### src/lblu_cfg.svh
// Constants for the ladder bit logic unit: opcodes, operand classes, error codes, sizes
`ifndef LBLU_CFG_SVH
`define LBLU_CFG_SVH
// ----------------------------------------
// Opcodes of the contact instructions and the series block join
// ----------------------------------------
`define LBLU_OP_LOAD_CONTACT 4'h0
`define LBLU_OP_LOAD_INVERTED 4'h1
`define LBLU_OP_AND_CONTACT 4'h2
`define LBLU_OP_AND_INVERTED 4'h3
`define LBLU_OP_OR_CONTACT 4'h4
`define LBLU_OP_OR_INVERTED 4'h5
`define LBLU_OP_SERIES_BLOCK_JOIN 4'h6
// ----------------------------------------
// Operand classes
// ----------------------------------------
`define LBLU_CLS_INPUT 3'h0
`define LBLU_CLS_OUTPUT 3'h1
`define LBLU_CLS_RELAY 3'h2
`define LBLU_CLS_TIMER 3'h3
`define LBLU_CLS_COUNTER 3'h4
// ----------------------------------------
// Error codes and sizes
// ----------------------------------------
`define LBLU_ERR_NONE 16'h0000
`define LBLU_ERR_STACK_OVERFLOW 16'h2035
`define LBLU_ERR_STACK_EMPTY 16'h3000
`define LBLU_ERR_BAD_OPERAND 16'h300D
`define LBLU_ERR_BAD_OPCODE 16'h3015
`define LBLU_STACK_DEPTH 8
`define LBLU_IDX_W 8
`endif

### src/lblu_pkg.sv
// Types shared by the ladder bit logic unit
package lblu_pkg;
  typedef logic [3:0] lblu_op_t;
  typedef logic [2:0] lblu_cls_t;
  typedef logic [15:0] lblu_err_t;
endpackage

### src/lblu_stack_if.sv
// Interface between the decoder and its block stack
`timescale 1ns/100ps
interface lblu_stack_if;
  logic push;
  logic pop;
  logic push_bit;
  logic top_bit;
  logic full;
  logic empty;
  modport ctrl (output push, output pop, output push_bit, input top_bit, input full, input empty);
  modport stack (input push, input pop, input push_bit, output top_bit, output full, output empty);
endinterface

### src/lblu_block_stack.sv
// Block stack holding saved block results for series joins
`timescale 1ns/100ps
`include "lblu_cfg.svh"
module lblu_block_stack #(
  parameter int DEPTH = `LBLU_STACK_DEPTH
) (
  input wire logic i_clk,
  input wire logic i_sys_rst,
  input wire logic i_ce,
  lblu_stack_if.stack s
);
  import lblu_pkg::*;
  localparam int CW = $clog2(DEPTH + 1);
  logic [DEPTH-1:0] mem;
  logic [DEPTH-1:0] next_mem;
  logic [CW-1:0] count;
  logic [CW-1:0] next_count;

  // ----------------------------------------
  // Push and pop
  // ----------------------------------------
  // Push is ignored when full and pop when empty; the caller reports those
  always_comb begin
    next_mem = mem;
    next_count = count;
    if (s.push && !s.full) begin
      next_mem[count[$clog2(DEPTH)-1:0]] = s.push_bit;
      next_count = count + CW'(1);
    end else if (s.pop && !s.empty) begin
      next_count = count - CW'(1);
    end
  end

  always_ff @(posedge i_clk or posedge i_sys_rst) begin
    if (i_sys_rst) begin
      mem <= '0;
      count <= '0;
    end else if (i_ce) begin
      mem <= next_mem;
      count <= next_count;
    end
  end

  assign s.full = (count == CW'(DEPTH));
  assign s.empty = (count == '0);
  assign s.top_bit = s.empty ? 1'b0 : mem[count[$clog2(DEPTH)-1:0] - 1'b1];
endmodule // lblu_block_stack

### src/lblu_unit.sv
// Ladder bit logic unit: contact instructions and series block join
`timescale 1ns/100ps
`include "lblu_cfg.svh"
module lblu_unit #(
  parameter int IDX_W = `LBLU_IDX_W,
  parameter int DEPTH = `LBLU_STACK_DEPTH
) (
  input wire logic i_clk,
  input wire logic i_sys_rst,
  input wire logic i_ce,
  input wire logic i_instr_valid,
  input wire lblu_pkg::lblu_op_t i_opcode,
  input wire lblu_pkg::lblu_cls_t i_operand_class,
  input wire logic [IDX_W-1:0] i_operand_index,
  input wire logic i_scan_start,
  input wire logic [(1<<IDX_W)-1:0] i_input_bits,
  input wire logic [(1<<IDX_W)-1:0] i_output_bits,
  input wire logic [(1<<IDX_W)-1:0] i_relay_bits,
  input wire logic [(1<<IDX_W)-1:0] i_timer_done_bits,
  input wire logic [(1<<IDX_W)-1:0] i_counter_done_bits,
  output logic o_result,
  output logic o_done,
  output logic o_chain_active,
  output logic o_error,
  output lblu_pkg::lblu_err_t o_error_code
);
  import lblu_pkg::*;

  lblu_stack_if stk ();

  lblu_block_stack #(.DEPTH(DEPTH)) u_stack (
    .i_clk(i_clk),
    .i_sys_rst(i_sys_rst),
    .i_ce(i_ce),
    .s(stk)
  );

  logic operand_bit;
  logic operand_ok;
  logic next_result;
  logic next_done;
  logic next_chain;
  logic next_error;
  lblu_err_t next_code;

  // ----------------------------------------
  // Operand fetch
  // ----------------------------------------
  // One bit out of the selected memory class; unknown class is an error
  always_comb begin
    operand_bit = 1'b0;
    operand_ok = 1'b1;
    unique case (i_operand_class)
      `LBLU_CLS_INPUT: operand_bit = i_input_bits[i_operand_index];
      `LBLU_CLS_OUTPUT: operand_bit = i_output_bits[i_operand_index];
      `LBLU_CLS_RELAY: operand_bit = i_relay_bits[i_operand_index];
      `LBLU_CLS_TIMER: operand_bit = i_timer_done_bits[i_operand_index];
      `LBLU_CLS_COUNTER: operand_bit = i_counter_done_bits[i_operand_index];
      default: operand_ok = 1'b0;
    endcase
  end

  // ----------------------------------------
  // Instruction evaluation
  // ----------------------------------------
  // One instruction per valid cycle; errors leave the result untouched so a
  // faulty program step cannot corrupt the rung being evaluated.
  always_comb begin
    next_result = o_result;
    next_done = 1'b0;
    next_chain = o_chain_active;
    next_error = 1'b0;
    next_code = o_error_code;
    stk.push = 1'b0;
    stk.pop = 1'b0;
    stk.push_bit = o_result;
    if (i_scan_start) begin
      next_chain = 1'b0;
      next_code = `LBLU_ERR_NONE;
    end else if (i_instr_valid) begin
      next_done = 1'b1;
      if (i_opcode == `LBLU_OP_SERIES_BLOCK_JOIN) begin
        // No operand fields are looked at here
        if (stk.empty) begin
          next_error = 1'b1;
          next_code = `LBLU_ERR_STACK_EMPTY;
        end else begin
          stk.pop = 1'b1;
          next_result = o_result & stk.top_bit;
        end
      end else if (i_opcode > `LBLU_OP_SERIES_BLOCK_JOIN) begin
        next_error = 1'b1;
        next_code = `LBLU_ERR_BAD_OPCODE;
      end else if (!operand_ok) begin
        next_error = 1'b1;
        next_code = `LBLU_ERR_BAD_OPERAND;
      end else if (i_opcode == `LBLU_OP_LOAD_CONTACT || i_opcode == `LBLU_OP_LOAD_INVERTED) begin
        if (o_chain_active && stk.full) begin
          next_error = 1'b1;
          next_code = `LBLU_ERR_STACK_OVERFLOW;
        end else begin
          stk.push = o_chain_active;
          next_chain = 1'b1;
          if (i_opcode == `LBLU_OP_LOAD_CONTACT) begin
            next_result = operand_bit;
          end else begin
            next_result = ~operand_bit;
          end
        end
      end else begin
        // Series and parallel contacts assume an open chain
        unique case (i_opcode)
          `LBLU_OP_AND_CONTACT: next_result = o_result & operand_bit;
          `LBLU_OP_AND_INVERTED: next_result = o_result & ~operand_bit;
          `LBLU_OP_OR_CONTACT: next_result = o_result | operand_bit;
          default: next_result = o_result | ~operand_bit;
        endcase
      end
    end
  end

  always_ff @(posedge i_clk or posedge i_sys_rst) begin
    if (i_sys_rst) begin
      o_result <= 1'b0;
      o_done <= 1'b0;
      o_chain_active <= 1'b0;
      o_error <= 1'b0;
      o_error_code <= `LBLU_ERR_NONE;
    end else if (i_ce) begin
      o_result <= next_result;
      o_done <= next_done;
      o_chain_active <= next_chain;
      o_error <= next_error;
      o_error_code <= next_code;
    end
  end

  logic ok_past;
  assign ok_past = i_ce && i_instr_valid && !i_scan_start && operand_ok;
  // Both load kinds open blocks, so the stack checks must watch both
  logic is_load;
  assign is_load = (i_opcode == `LBLU_OP_LOAD_CONTACT) || (i_opcode == `LBLU_OP_LOAD_INVERTED);
endmodule // lblu_unit

### config.mk
export PLATFORM = sky130hd
export DESIGN_NAME = lblu_unit
export DESIGN_NICKNAME = d
export VERILOG_FILES = /design/src/lblu_pkg.sv /design/src/lblu_stack_if.sv /design/src/lblu_block_stack.sv /design/src/lblu_unit.sv
export VERILOG_INCLUDE_DIRS = /design/src /design/src/src
export SDC_FILE = /design/constraint.sdc
export NUM_CORES = 1
export LEC_CHECK = 0
export CAP_MARGIN = 25
export CORE_AREA = 2 2 508 510
export CTS_CLUSTER_DIAMETER = 200
export CTS_CLUSTER_SIZE = 30
export DETAILED_ROUTE_END_ITERATION = 7
export DIE_AREA = 0 0 510 512
export DONT_BUFFER_PORTS = 1
export PLACE_DENSITY = 0.3
export SLEW_MARGIN = 20
export SYNTH_ARGS = -nofsm -noshare
export SYNTH_HDL_FRONTEND = slang
export SYNTH_SLANG_ARGS = --single-unit
### constraint.sdc
create_clock -name i_clk -period 2.9 [get_ports i_clk]
set_clock_uncertainty 0.2 [all_clocks]
set_input_delay 0.29 -clock i_clk [delete_from_list [all_inputs] [get_ports i_clk]]
set_output_delay 0.29 -clock i_clk [all_outputs]
set_load 0.02 [all_outputs]
==> flow_metrics.env, run 1 <==
export IMPL_synth_yosys_seq_area_share_pct=4.54
export IMPL_wirelength_microns=162000
export IMPL_synth_flop_cell="sky130_fd_sc_hd__dfrtp_1"
export IMPL_standard_cell_row_count=186
export IMPL_placed_instance_count=4591
export IMPL_floorplan_initialDensity_pct=4.74
export IMPL_globalRoute_busiestLayer="met2"
export IMPL_r2r_slack_ps=390
export IMPL_core_region_area_sq_um=256000
export IMPL_drt_vias_per_instance=2.84
export IMPL_drcViolationCount=0
export IMPL_routedWlPerCell_microns=34.4
export IMPL_worst_setup_path_start_kind="input pin"
export IMPL_grt_max_degree=362
export IMPL_synth_warnings=0
export IMPL_power_leakage_uw=0.00544
export IMPL_vias_in_the_first_global_route=14000
export IMPL_critical_path_class="input pin to flop"
export IMPL_timing_reg2reg_worst_path_depth=12
export IMPL_syn_avg_cell_area_sq_um=11.1
export IMPL_insertion_delay_ps=260
export IMPL_ys_seq_elements=22
export IMPL_report_final_hold_viol_count=0
export IMPL_route_vias_total=13400
export IMPL_drtIter0Drc=924
export IMPL_fmax_ghz=0.249
export IMPL_final_area_sq_um=18700
export IMPL_synth_edff_count=0
export IMPL_synth_largest_type_area_fraction_pct=46.6
export IMPL_place_worst_setup_slack_ps=-1780
export IMPL_rsz_0062_raised_after_global_routing="yes"
export IMPL_port_buffer_count=0
export IMPL_synth_distinct_cells=71
export IMPL_detailedPlacementHpwl_microns=142000
export IMPL_holdPathStages=2
export IMPL_timing_critical_path_to_type="flop"
export IMPL_cp_startpoint="i_operand_index[0]"
export IMPL_dpl_cell_area_sq_um=18100
export IMPL_arrival_ps=3970
export IMPL_cellPowerDensity_nw_per_um2=186
export IMPL_fin_crit_sh_pct=139
export IMPL_area_growth_synth_to_final_pct=54.4
export IMPL_finalSetupViolations=1
export IMPL_cts_root_buf="sky130_fd_sc_hd__clkbuf_16"
export IMPL_post_route_min_period_ps=4020
export IMPL_drv_max_cap_violation_count=0
export IMPL_finalNonFillerCells=4709
export IMPL_violations="negative setup slack"
export IMPL_synthesis_instances=1094
export IMPL_grt_overflow_total=0
export IMPL_met2_usage_pct=21.4
export IMPL_die_width_microns=510
export IMPL_grt_antenna_before_repair=197
export IMPL_grt_usage_pct=11.7
export IMPL_global_route_usage_met3_pct=2.27
export IMPL_dieArea_sq_um=261000
export IMPL_ports_placed_on_the_boundary=1320
export IMPL_dr_pass1_iters=5
export IMPL_max_slew_headroom_at_the_worst_pin_pct=2.29
export IMPL_post_route_cells_drive_above_1_share_pct=48.0
export IMPL_area_leader_netlist="sky130_fd_sc_hd__mux4_2"
export IMPL_htreeDepth=1
export IMPL_cts_tree="built"
export IMPL_cell_area_after_technology_mapping_sq_um=12100
export IMPL_placer_s_final_routability_congestion_estimate=1.21
export IMPL_fin_nets=2520
export IMPL_min_to="o_done$_DFFE_PP0P_"
export IMPL_cts_root_to_sink_buffers=2
export IMPL_run_status="finished, violations left"
export IMPL_worst_slack_ps=-1120
export IMPL_groute_layer_met1_usage_pct=12.8
export IMPL_cts_clk_slew_worst_paths_ps=60
export IMPL_hp_class="input pin to flop"
export IMPL_wire_length_of_the_first_global_routing_pass_microns=189000
export IMPL_detail_route_antenna_nets=0
export IMPL_hold_path_startpoint="i_instr_valid"
export IMPL_power_ir_vdd_worst_v=0.000141
export IMPL_numCtsBuffers=3
export IMPL_crit_reg2reg_capture="u_stack.count[3]$_DFFE_PP0P_"
export IMPL_synthTopCellsByArea="sky130_fd_sc_hd__mux4_2 (47%), sky130_fd_sc_hd__mux2i_1 (13%), sky130_fd_sc_hd__dfrtp_1 (4.5%)"
export IMPL_finalMaxSlewViolations=0
export IMPL_cts_num_sinks=22
export IMPL_worstMarginPinSlew_ps=1470
export IMPL_cp_max_fo=268
export IMPL_ys_async_sr_fraction_pct=100
export IMPL_r2r_start="u_stack.count[0]$_DFFE_PP0P_"
export IMPL_die_height_microns=512
export IMPL_critical_path_required_ps=2850
[per-stage QoR]
step,power [uW],util (%),hold slack [ps],setup TNS [ps]
6_report,3480,7.32,76.4,-1120
3_5_place_dp,3290,7.07,89.0,-1780
3_3_place_gp,3300,7.05,181,-2430
4_1_cts,3640,7.15,72.6,-939
2_1_floorplan,1970,-,79.2,-478
5_1_grt,3740,7.30,95.7,-1010
[placed cells by master (no fill, tap or decap), types with 10 or more instances in the layout]
master,count
sky130_fd_sc_hd__mux4_2,252
sky130_fd_sc_hd__buf_4,189
sky130_fd_sc_hd__mux2i_1,146
sky130_fd_sc_hd__diode_2,112
sky130_fd_sc_hd__nand2_1,68
sky130_fd_sc_hd__buf_12,47
sky130_fd_sc_hd__a22oi_1,46
sky130_fd_sc_hd__nor2_1,39
sky130_fd_sc_hd__nand3_1,33
sky130_fd_sc_hd__mux2_2,29
sky130_fd_sc_hd__a21oi_1,22
sky130_fd_sc_hd__dfrtp_1,22
sky130_fd_sc_hd__o221ai_1,21
sky130_fd_sc_hd__o22ai_1,19
sky130_fd_sc_hd__nor3_1,18
sky130_fd_sc_hd__nand4_1,15
sky130_fd_sc_hd__o21ai_0,14
sky130_fd_sc_hd__a31oi_1,11
sky130_fd_sc_hd__a221oi_1,11
sky130_fd_sc_hd__inv_1,10
sky130_fd_sc_hd__a211oi_1,10
sky130_fd_sc_hd__a22o_1,10
[logic make-up (layout without fill, tap and decap cells)]
logic type / after synthesis / in the layout / share of synthesized area (%)
muxes: 441 / 441 / 63.8
AOI/OAI and AO/OA: 236 / 236 / 14.2
and+or+nand+nor: 235 / 235 / 9.45
buffers and inverters: 149 / 260 / 7.05
DFF: 22 / 22 / 4.54
adders and majority gates: 5 / 5 / 0.577
xor gates and xnor gates: 5 / 5 / 0.361
other: 1 / 121 / 0.0309
[timing repair]
action	4_1_cts	5_1_grt
hold endpoints to repair	25	0
endpoints found under the setup margin	1	1
setup buffers	1	0
cloned	0	0
gates resized for setup	19	36
pin swaps	10	13
hold buffers	4	0
[registers in the layout (all words and copies together) (netlist names)]
| name | count |
|---|---|
| o_result | 1 |
| o_done | 1 |
| o_error | 1 |
| u_stack.mem | 8 |
| o_error_code | 6 |
| u_stack.count | 4 |
| o_chain_active | 1 |
[area by class of cell]
cell class / instances / area, sq um
Fill cell: 29900 / 237000
Multi-Input combinational cell: 931 / 11100
Tap cell: 3384 / 4230
Timing Repair Buffer: 241 / 2410
Sequential cell: 22 / 551
Antenna cell: 112 / 280
Clock buffer: 3 / 75.1
Inverter: 16 / 67.6
[per-layer routing]
layer,part of all wire (%),vias up
li1,-,5110
met1,37,6592
met2,51,1250
met3,6.4,361
met4,5.6,40
met5,0.17,-
[critical path: stages]
cell and delay, ps:
sky130_fd_sc_hd__mux4_2 1070, sky130_fd_sc_hd__o22ai_2 200, sky130_fd_sc_hd__o211ai_1 150, sky130_fd_sc_hd__a31oi_2 260, sky130_fd_sc_hd__buf_4 170, sky130_fd_sc_hd__nor3_2 40, sky130_fd_sc_hd__or4_4 600, sky130_fd_sc_hd__o31a_1 270
sky130_fd_sc_hd__a32o_1 240
[cells in the mapped netlist, types with 12 or more instances]
cell type / number
sky130_fd_sc_hd__mux2i_1: 152
sky130_fd_sc_hd__a22oi_1: 47
sky130_fd_sc_hd__buf_4: 21
sky130_fd_sc_hd__o22ai_1: 25
sky130_fd_sc_hd__mux4_2: 251
sky130_fd_sc_hd__a21oi_1: 25
sky130_fd_sc_hd__nand3_1: 33
sky130_fd_sc_hd__mux2_2: 29
sky130_fd_sc_hd__dfrtp_1: 22
sky130_fd_sc_hd__nand2_1: 72
sky130_fd_sc_hd__buf_2: 51
sky130_fd_sc_hd__o221ai_1: 22
sky130_fd_sc_hd__o21ai_0: 18
sky130_fd_sc_hd__clkbuf_1: 39
sky130_fd_sc_hd__nor3_1: 19
sky130_fd_sc_hd__a211oi_1: 15
sky130_fd_sc_hd__nand4_1: 15
sky130_fd_sc_hd__a221oi_1: 13
sky130_fd_sc_hd__a31oi_1: 12
sky130_fd_sc_hd__nor2_1: 46
sky130_fd_sc_hd__buf_6: 14
sky130_fd_sc_hd__inv_1: 13
[where the power goes]
| group | internal [uW] | total, uW | switching, uW |
|---|---|---|---|
| registers | 334 | 396 | 62.2 |
| logic | 1390 | 2780 | 1400 |
| clock network | 183 | 305 | 122 |
[worst max-delay path by stage]
stage,slack (ps),to
CTS,-940,o_result$_DFFE_PP0P_
finish,-1120,o_result$_DFFE_PP0P_
global placement,-2430,o_result$_DFFE_PP0P_
global route,-1010,o_result$_DFFE_PP0P_
detailed placement,-1780,o_result$_DFFE_PP0P_
floorplan,-480,o_result$_DFFE_PP0P_
Power figures use the tool's default switching activity.
==> run 2: changes to the inputs <==
--- a/config.mk
+++ b/config.mk
@@ -7,10 +7,11 @@
 export NUM_CORES = 1
 export LEC_CHECK = 0
+export ABC_AREA = 1
 export CAP_MARGIN = 25
-export CORE_AREA = 2 2 508 510
+export CORE_AREA = 2 2 515 517
 export CTS_CLUSTER_DIAMETER = 200
 export CTS_CLUSTER_SIZE = 30
 export DETAILED_ROUTE_END_ITERATION = 7
-export DIE_AREA = 0 0 510 512
+export DIE_AREA = 0 0 517 519
 export DONT_BUFFER_PORTS = 1
 export PLACE_DENSITY = 0.3
==> constraint.sdc (replaced) <==
create_clock -name i_clk -period 2.9 [get_ports i_clk]
set_clock_uncertainty 0.2 [all_clocks]
set_input_delay 0.435 -clock i_clk [delete_from_list [all_inputs] [get_ports i_clk]]
set_output_delay 0.435 -clock i_clk [all_outputs]
set_load 0.02 [all_outputs]
==> run 2 against run 1 <==
Global-route usage grew 0.28 points. The run still ends with negative setup slack left. Core utilization rose by 1.3 points. Combinational power up 35%. Via count is 72% higher. Design area rose by 21%. Area after synthesis increased by 17%.
==> flow_metrics.env, run 2 <==
export IMPL_routedWlPerCell_microns=26.3
export IMPL_area_growth_synth_to_final_pct=59.7
export IMPL_fin_crit_sh_pct=116
export IMPL_rsz_0062_raised_after_global_routing="yes"
export IMPL_power_ir_vdd_worst_v=0.000183
export IMPL_area_leader_netlist="sky130_fd_sc_hd__nand3_1"
export IMPL_synthMuxAreaShare_pct=0
export IMPL_setup_total_negative_slack_ps=-461
export IMPL_cts_root_buf="sky130_fd_sc_hd__clkbuf_16"
export IMPL_max_flop_register="u_stack.mem"
export IMPL_worst_setup_path_start_kind="input pin"
export IMPL_area_share_of_xor_xnor_cells_in_the_synthesized_design_pct=0.247
export IMPL_detail_route_antenna_nets=0
export IMPL_worst_slack_ps=-461
export IMPL_dr_pass1_iters=6
export IMPL_holdPathStages=3
export IMPL_cp_max_fo=104
export IMPL_largest_reg_flops=8
export IMPL_route_vias_total=23000
export IMPL_detailedPlacementHpwl_microns=144000
export IMPL_commonest_cells_in_the_synthesized_netlist="sky130_fd_sc_hd__nand2_1 (1444), sky130_fd_sc_hd__nand3_1 (1222), sky130_fd_sc_hd__buf_2 (204)"
export IMPL_cts_root_to_sink_buffers=2
export IMPL_port_buffer_count=0
export IMPL_syn_avg_cell_area_sq_um=4.58
export IMPL_synth_largest_type_area_fraction_pct=43.1
export IMPL_cell_area_after_technology_mapping_sq_um=14200
export IMPL_cellPowerDensity_nw_per_um2=197
export IMPL_synth_distinct_cells=30
export IMPL_run_status="finished, violations left"
export IMPL_synthesis_instances=3097
export IMPL_met3WireLength_microns=10900
export IMPL_die_width_microns=517
export IMPL_timing_reg2reg_worst_path_depth=13
export IMPL_critical_path_class="input pin to flop"
export IMPL_largest_registers="u_stack.mem x8, o_error_code x6, u_stack.count x4"
export IMPL_num_fill_cells=31600
export IMPL_drt_vias_per_instance=3.38
export IMPL_cts_tree="built"
export IMPL_synth_yosys_seq_area_share_pct=3.88
export IMPL_insertion_delay_ps=260
export IMPL_ys_async_sr_fraction_pct=100
export IMPL_layout_commonest_cell="sky130_fd_sc_hd__nand2_1"
export IMPL_timing_critical_path_to_type="flop"
export IMPL_htreeDepth=1
export IMPL_top_layer="met5"
export IMPL_wirelength_microns=179000
export IMPL_layout_cells_most_common_list="sky130_fd_sc_hd__nand2_1 (1427), sky130_fd_sc_hd__nand3_1 (1137), sky130_fd_sc_hd__buf_4 (242)"
export IMPL_finalMaxSlewViolations=0
export IMPL_synthTopCellsByArea="sky130_fd_sc_hd__nand3_1 (43%), sky130_fd_sc_hd__nand2_1 (38%), sky130_fd_sc_hd__buf_2 (7.2%)"
export IMPL_vias_in_the_first_global_route=22700
export IMPL_drtIter0Drc=1774
export IMPL_violations="negative setup slack"
export IMPL_grt_overflow_total=0
export IMPL_synth_adder_area_share_pct=0.494
export IMPL_fin_nets=4506
export IMPL_cts_clk_slew_worst_paths_ps=60
export IMPL_worstMarginPinSlew_ps=732
export IMPL_placer_s_final_routability_congestion_estimate=0.961
export IMPL_synth_simple_area_share_pct=82.1
export IMPL_die_height_microns=519
export IMPL_dieArea_sq_um=268000
export IMPL_ports_placed_on_the_boundary=1320
export IMPL_post_route_min_period_ps=3360
export IMPL_crit_reg2reg_capture="u_stack.count[3]$_DFFE_PP0P_"
export IMPL_finalSetupViolations=1
export IMPL_hold_worst_slack_ps=182
export IMPL_cts_num_sinks=22
export IMPL_arrival_ps=3350
export IMPL_synth_most_common_cell="sky130_fd_sc_hd__nand2_1"
export IMPL_core_region_area_sq_um=263000
export IMPL_standard_cell_row_count=189
export IMPL_synth_top_family_by_area="simple AND/OR/NAND/NOR gates"
export IMPL_fmax_ghz=0.298
export IMPL_post_route_cells_drive_above_1_share_pct=15.6
export IMPL_grt_usage_pct=12.0
export IMPL_grt_antenna_before_repair=96
export IMPL_critical_path_required_ps=2890
export IMPL_synth_flop_cell="sky130_fd_sc_hd__dfrtp_1"
export IMPL_floorplan_initialDensity_pct=5.39
export IMPL_r2r_start="u_stack.count[0]$_DFFE_PP0P_"
export IMPL_numCtsBuffers=3
export IMPL_drv_max_cap_violation_count=0
export IMPL_r2r_slack_ps=290
export IMPL_ys_seq_elements=22
export IMPL_wire_length_of_the_first_global_routing_pass_microns=213000
export IMPL_hold_path_startpoint="i_ce"
export IMPL_report_final_hold_viol_count=0
export IMPL_drcViolationCount=0
export IMPL_synth_warnings=0
export IMPL_synth_compound_area_share_pct=1.77
export IMPL_m1WireLength_microns=69000
export IMPL_met2_wirelength_from_detailed_routing_microns=90200
export IMPL_grt_max_degree=642
export IMPL_max_slew_headroom_at_the_worst_pin_pct=51.2
export IMPL_min_to="o_done$_DFFE_PP0P_"
export IMPL_hp_class="input pin to flop"
export IMPL_power_leakage_uw=0.00919
export IMPL_synth_edff_count=0
## run 2: changes by cell type after synthesis, moves of 27 or more
cell,delta
sky130_fd_sc_hd__nand2_1,+1372
sky130_fd_sc_hd__mux2_2,-29
sky130_fd_sc_hd__a22oi_1,-47
sky130_fd_sc_hd__mux4_2,-251
sky130_fd_sc_hd__mux2i_1,-152
sky130_fd_sc_hd__nand3_1,+1189
sky130_fd_sc_hd__buf_2,+153
sky130_fd_sc_hd__nor2_1,-27
## run 2: metrics by stage
step	power, uW	utilization, %	cell area [sq um]	setup WS, ps	instances
floorplan	2130	-	14200	88.8	3105
global placement	3930	7.94	20900	-1290	6694
detailed placement	3910	7.94	20900	-1140	6694
CTS	4430	8.34	22000	-499	6714
global route	4910	8.59	22600	-602	6790
finish	4480	8.60	22700	-461	6801
## run 2: routing by layer
layer  global-route usage, %  vias to the layer above
met5                       0                        -
met2                    22.4                     1476
met1                    13.5                    10700
met3                    1.61                      259
li1                        -                    10500
met4                    4.98                       12
## run 2: worst max-delay path, cell delays in order
cell and delay (ps):
sky130_fd_sc_hd__buf_16 130, sky130_fd_sc_hd__inv_16 40, sky130_fd_sc_hd__buf_12 140, sky130_fd_sc_hd__buf_16 150
sky130_fd_sc_hd__buf_16 180, sky130_fd_sc_hd__buf_4 180, sky130_fd_sc_hd__nand2_1 100, sky130_fd_sc_hd__nand3_1 150
sky130_fd_sc_hd__nand3_2 150, sky130_fd_sc_hd__buf_4 160, sky130_fd_sc_hd__nand3_1 80, sky130_fd_sc_hd__nand2_1 120
sky130_fd_sc_hd__nand2_1 80, sky130_fd_sc_hd__nand3_1 90, sky130_fd_sc_hd__nand3_1 70, sky130_fd_sc_hd__nand3_1 100
sky130_fd_sc_hd__nand2_1 90, sky130_fd_sc_hd__nand2_1 80, sky130_fd_sc_hd__nand2_1 70, sky130_fd_sc_hd__nor2_2 160
sky130_fd_sc_hd__nand3_2 90, sky130_fd_sc_hd__nand3_1 90, sky130_fd_sc_hd__nand2_1 70, sky130_fd_sc_hd__nand2_1 50
sky130_fd_sc_hd__nand2_1 70, sky130_fd_sc_hd__a21oi_2 130
## run 2: cells by family after synthesis
kind of cell	count (synthesis)
xor gates and xnor gates	4
other	1
and+or+nand+nor	2692
AOI/OAI and AO/OA	45
buffers and inverters	328
adders and majority gates	5
DFF	22
## run 2: final cells by class
type | instances | area, sq um | area share (%)
Multi-Input combinational cell | 2755 | 12600 | 55.8
Timing Repair Buffer | 379 | 4600 | 20.3
Tap cell | 3533 | 4420 | 19.5
Sequential cell | 22 | 551 | 2.43
Inverter | 40 | 194 | 0.856
Antenna cell | 68 | 170 | 0.751
Clock buffer | 4 | 88.8 | 0.392
## run 2: how the worst max path moves through the flow
stage               cells past startpoint  slack [ps]                      endpoint                          from
floorplan                              15          90  u_stack.count[3]$_DFFE_PP0P_  u_stack.count[0]$_DFFE_PP0P_
global placement                       22       -1290          o_result$_DFFE_PP0P_            i_operand_index[0]
detailed placement                     24       -1140          o_result$_DFFE_PP0P_            i_operand_index[0]
CTS                                    26        -500          o_result$_DFFE_PP0P_            i_operand_index[0]
global route                           25        -600          o_result$_DFFE_PP0P_            i_operand_index[0]
finish                                 26        -460          o_result$_DFFE_PP0P_            i_operand_index[0]
## run 2: what timing repair did
item | in CTS | in global routing
buffers inserted | 10 | 3
gates cloned | 6 | 11
gates resized for setup | 140 | 24
endpoints found under the setup margin | 1 | 1
hold buffers | 0 | 1
pin swaps | 6 | 6
endpoints found under the hold margin | 0 | 11
## run 2: power breakdown
part / leakage, uW / internal (uW) / switching [uW]
combinational: 0.00886 / 1460 / 2280
clock: 0.0000446 / 211 / 124
sequential: 0.000286 / 333 / 68.9
total: 0.00919 / 2000 / 2480
==> run 3: changes to the inputs <==
CORE_AREA = 2 2 512 514   (was 2 2 515 517)
DIE_AREA = 0 0 514 516   (was 0 0 517 519)
==> run 3 against run 2 <==
The run ends with max-slew violations, negative setup slack left. Hold slack better by 1.8 ps. Design area up 11%. Non-clock buffer count down 15. Critical path type unchanged. Largest power group unchanged. Routed wire length down 0.37%. Via count down 0.17%. Sequential share of layout area down 0.25 points. Fmax down 9.4%. Core utilization up 1.1 points. Sequential cell count unchanged. Sequential power down 5%.
==> flow_metrics.env, run 3 (synthesized netlist as in run 2, its figures left out) <==
export IMPL_cp_max_fo=161
export IMPL_cts_num_sinks=22
export IMPL_layout_commonest_cell="sky130_fd_sc_hd__nand2_1"
export IMPL_grt_antenna_before_repair=85
export IMPL_final_area_sq_um=25200
export IMPL_fmax_ghz=0.270
export IMPL_routedWlPerCell_microns=26.8
export IMPL_rsz_0062_raised_after_global_routing="yes"
export IMPL_cts_root_to_sink_buffers=2
export IMPL_timing_reg2reg_worst_path_depth=13
export IMPL_standard_cell_row_count=187
export IMPL_critical_path_class="input pin to flop"
export IMPL_hold_worst_slack_ps=183
export IMPL_fin_nets=4491
export IMPL_utilization_pct=9.73
export IMPL_layout_cells_most_common_list="sky130_fd_sc_hd__nand2_1 (1349), sky130_fd_sc_hd__nand3_1 (879), sky130_fd_sc_hd__nand3_2 (273)"
export IMPL_grt_max_degree=642
export IMPL_run_status="finished, violations left"
export IMPL_drt_vias_per_instance=3.45
export IMPL_dpl_cell_area_sq_um=20500
export IMPL_die_height_microns=516
export IMPL_r2r_start="u_stack.count[0]$_DFFE_PP0P_"
export IMPL_cts_tree="built"
export IMPL_dr_pass1_iters=6
export IMPL_grt_usage_pct=12.5
export IMPL_holdPathStages=3
export IMPL_placer_s_final_routability_congestion_estimate=0.927
export IMPL_detailedPlacementHpwl_microns=146000
export IMPL_grt_overflow_total=0
export IMPL_timing_critical_path_max_delay_family="simple AND/OR/NAND/NOR gates"
export IMPL_max_flop_register="u_stack.mem"
export IMPL_dieArea_sq_um=265000
export IMPL_post_route_min_period_ps=3710
export IMPL_finalSetupViolations=1
export IMPL_hold_path_startpoint="i_ce"
export IMPL_floorplan_initialDensity_pct=5.47
export IMPL_worst_slack_ps=-810
export IMPL_finalMaxSlewViolations=88
export IMPL_detail_route_antenna_nets=0
export IMPL_drv_max_cap_violation_count=0
export IMPL_critical_path_buf_inv_count=6
export IMPL_r2r_slack_ps=290
export IMPL_violations="max-slew violations, negative setup slack"
export IMPL_hp_class="input pin to flop"
export IMPL_report_power_total_uw=4850
export IMPL_htreeDepth=1
export IMPL_cts_root_buf="sky130_fd_sc_hd__clkbuf_16"
export IMPL_drtIter0Drc=1490
export IMPL_insertion_delay_ps=270
export IMPL_worst_setup_path_start_kind="input pin"
export IMPL_min_to="o_error$_DFFE_PP0P_"
export IMPL_worstMarginPinSlew_ps=1850
export IMPL_critical_path_required_ps=2850
export IMPL_wirelength_microns=178000
export IMPL_die_width_microns=514
export IMPL_power_leakage_uw=0.0101
export IMPL_timing_critical_path_to_type="flop"
export IMPL_ports_placed_on_the_boundary=1320
export IMPL_max_slew_headroom_at_the_worst_pin_pct=-23.3
export IMPL_largest_reg_flops=8
export IMPL_power_ir_vdd_worst_v=0.000179
export IMPL_arrival_ps=3660
export IMPL_worstPathCellList="clkinv_16, buf_12, buf_4, buf_4, buf_4, nand3_1, nand3_2, buf_12, nand2_1, nand2_1, nand3_1, nand3_1, nand3_2, nand2_2, nand2_2, nand2_2, nor2_4, nand3_2, nand3_2, nand2_1, nand2_1, nand2_2, a21oi_2"
export IMPL_post_route_cells_drive_above_1_share_pct=26.0
export IMPL_route_vias_total=23000
export IMPL_num_fill_cells=30800
export IMPL_vias_in_the_first_global_route=22800
export IMPL_core_region_area_sq_um=259000
export IMPL_cp_slowest_cell="sky130_fd_sc_hd__clkinv_16"
export IMPL_cts_clk_slew_worst_paths_ps=70
export IMPL_report_final_hold_viol_count=0
export IMPL_critical_path_max_stage_delay_ps=260
export IMPL_finalNonFillerCells=6652
export IMPL_numCtsBuffers=3
export IMPL_port_buffer_count=0
export IMPL_fin_crit_sh_pct=128
export IMPL_placed_instance_count=6512
export IMPL_area_growth_synth_to_final_pct=77.7
export IMPL_cellPowerDensity_nw_per_um2=192
export IMPL_wire_length_of_the_first_global_routing_pass_microns=220000
export IMPL_drcViolationCount=0
export IMPL_largest_registers="u_stack.mem x8, o_error_code x6, u_stack.count x4"
export IMPL_crit_reg2reg_capture="u_stack.count[3]$_DFFE_PP0P_"
run 3: cell types whose count changed in the layout (fill, tap and decap cells not counted), sizes merged:
cell    delta
bufinv     +1
buf        -8
diode      -3
inv        -3
clkbuf     -8
clkinv     +3
run 3: worst max path at each step:
stage,startpoint,end,slack (ps),depth (start not counted)
2_1_floorplan,u_stack.count[0]$_DFFE_PP0P_,u_stack.count[3]$_DFFE_PP0P_,90,15
3_3_place_gp,i_operand_index[0],o_result$_DFFE_PP0P_,-1730,24
3_5_place_dp,i_operand_index[0],o_result$_DFFE_PP0P_,-1600,24
4_1_cts,i_operand_index[0],o_result$_DFFE_PP0P_,-400,27
5_1_grt,i_operand_index[2],o_result$_DFFE_PP0P_,-560,23
6_report,i_operand_index[2],o_result$_DFFE_PP0P_,-810,23
run 3: stage by stage:
step           setup TNS [ps]  setup WS (ps)
2_1_floorplan               0           88.8
3_3_place_gp            -1730          -1730
3_5_place_dp            -1600          -1600
4_1_cts                  -399           -399
5_1_grt                  -562           -562
6_report                 -810           -810
run 3: routing by layer:
layer | vias to the layer above | wire length, microns | GRT usage [%]
met5 | - | 27 | 0
met4 | 4 | 8840 | 5.54
met3 | 273 | 11100 | 2.26
met2 | 1356 | 90000 | 22.9
met1 | 10800 | 68200 | 14.0
li1 | 10500 | - | -
run 3: timing repair:
item | CTS | global route
hold buffers | 0 | 1
cloned | 24 | 3
setup buffers | 45 | 15
pin swaps | 120 | 92
endpoints found under the setup margin | 1 | 2
resized for setup | 535 | 156
hold endpoints to repair | 0 | 5
run 3: layout make-up:
type / instances / area (sq um) / area share [%]
inverter: 40 / 236 / 0.938
clock buffer: 3 / 75.1 / 0.298
multi-input combinational: 2755 / 14700 / 58.5
sequential: 22 / 551 / 2.18
timing repair buffer: 364 / 5160 / 20.5
clock inverter: 1 / 30.0 / 0.119
antenna: 65 / 163 / 0.645
tap: 3402 / 4260 / 16.9
run 3: report_power, final:
group | switching, uW | internal [uW] | total, uW
clock network | 129 | 275 | 404
logic | 2380 | 1680 | 4060
registers | 50.3 | 333 | 383
run 3: tightest hold or removal path: cells and delay by family:
kind	cells	cell delay, ps
AND/OR/NAND/NOR	2	110
buffers and inverters	1	60
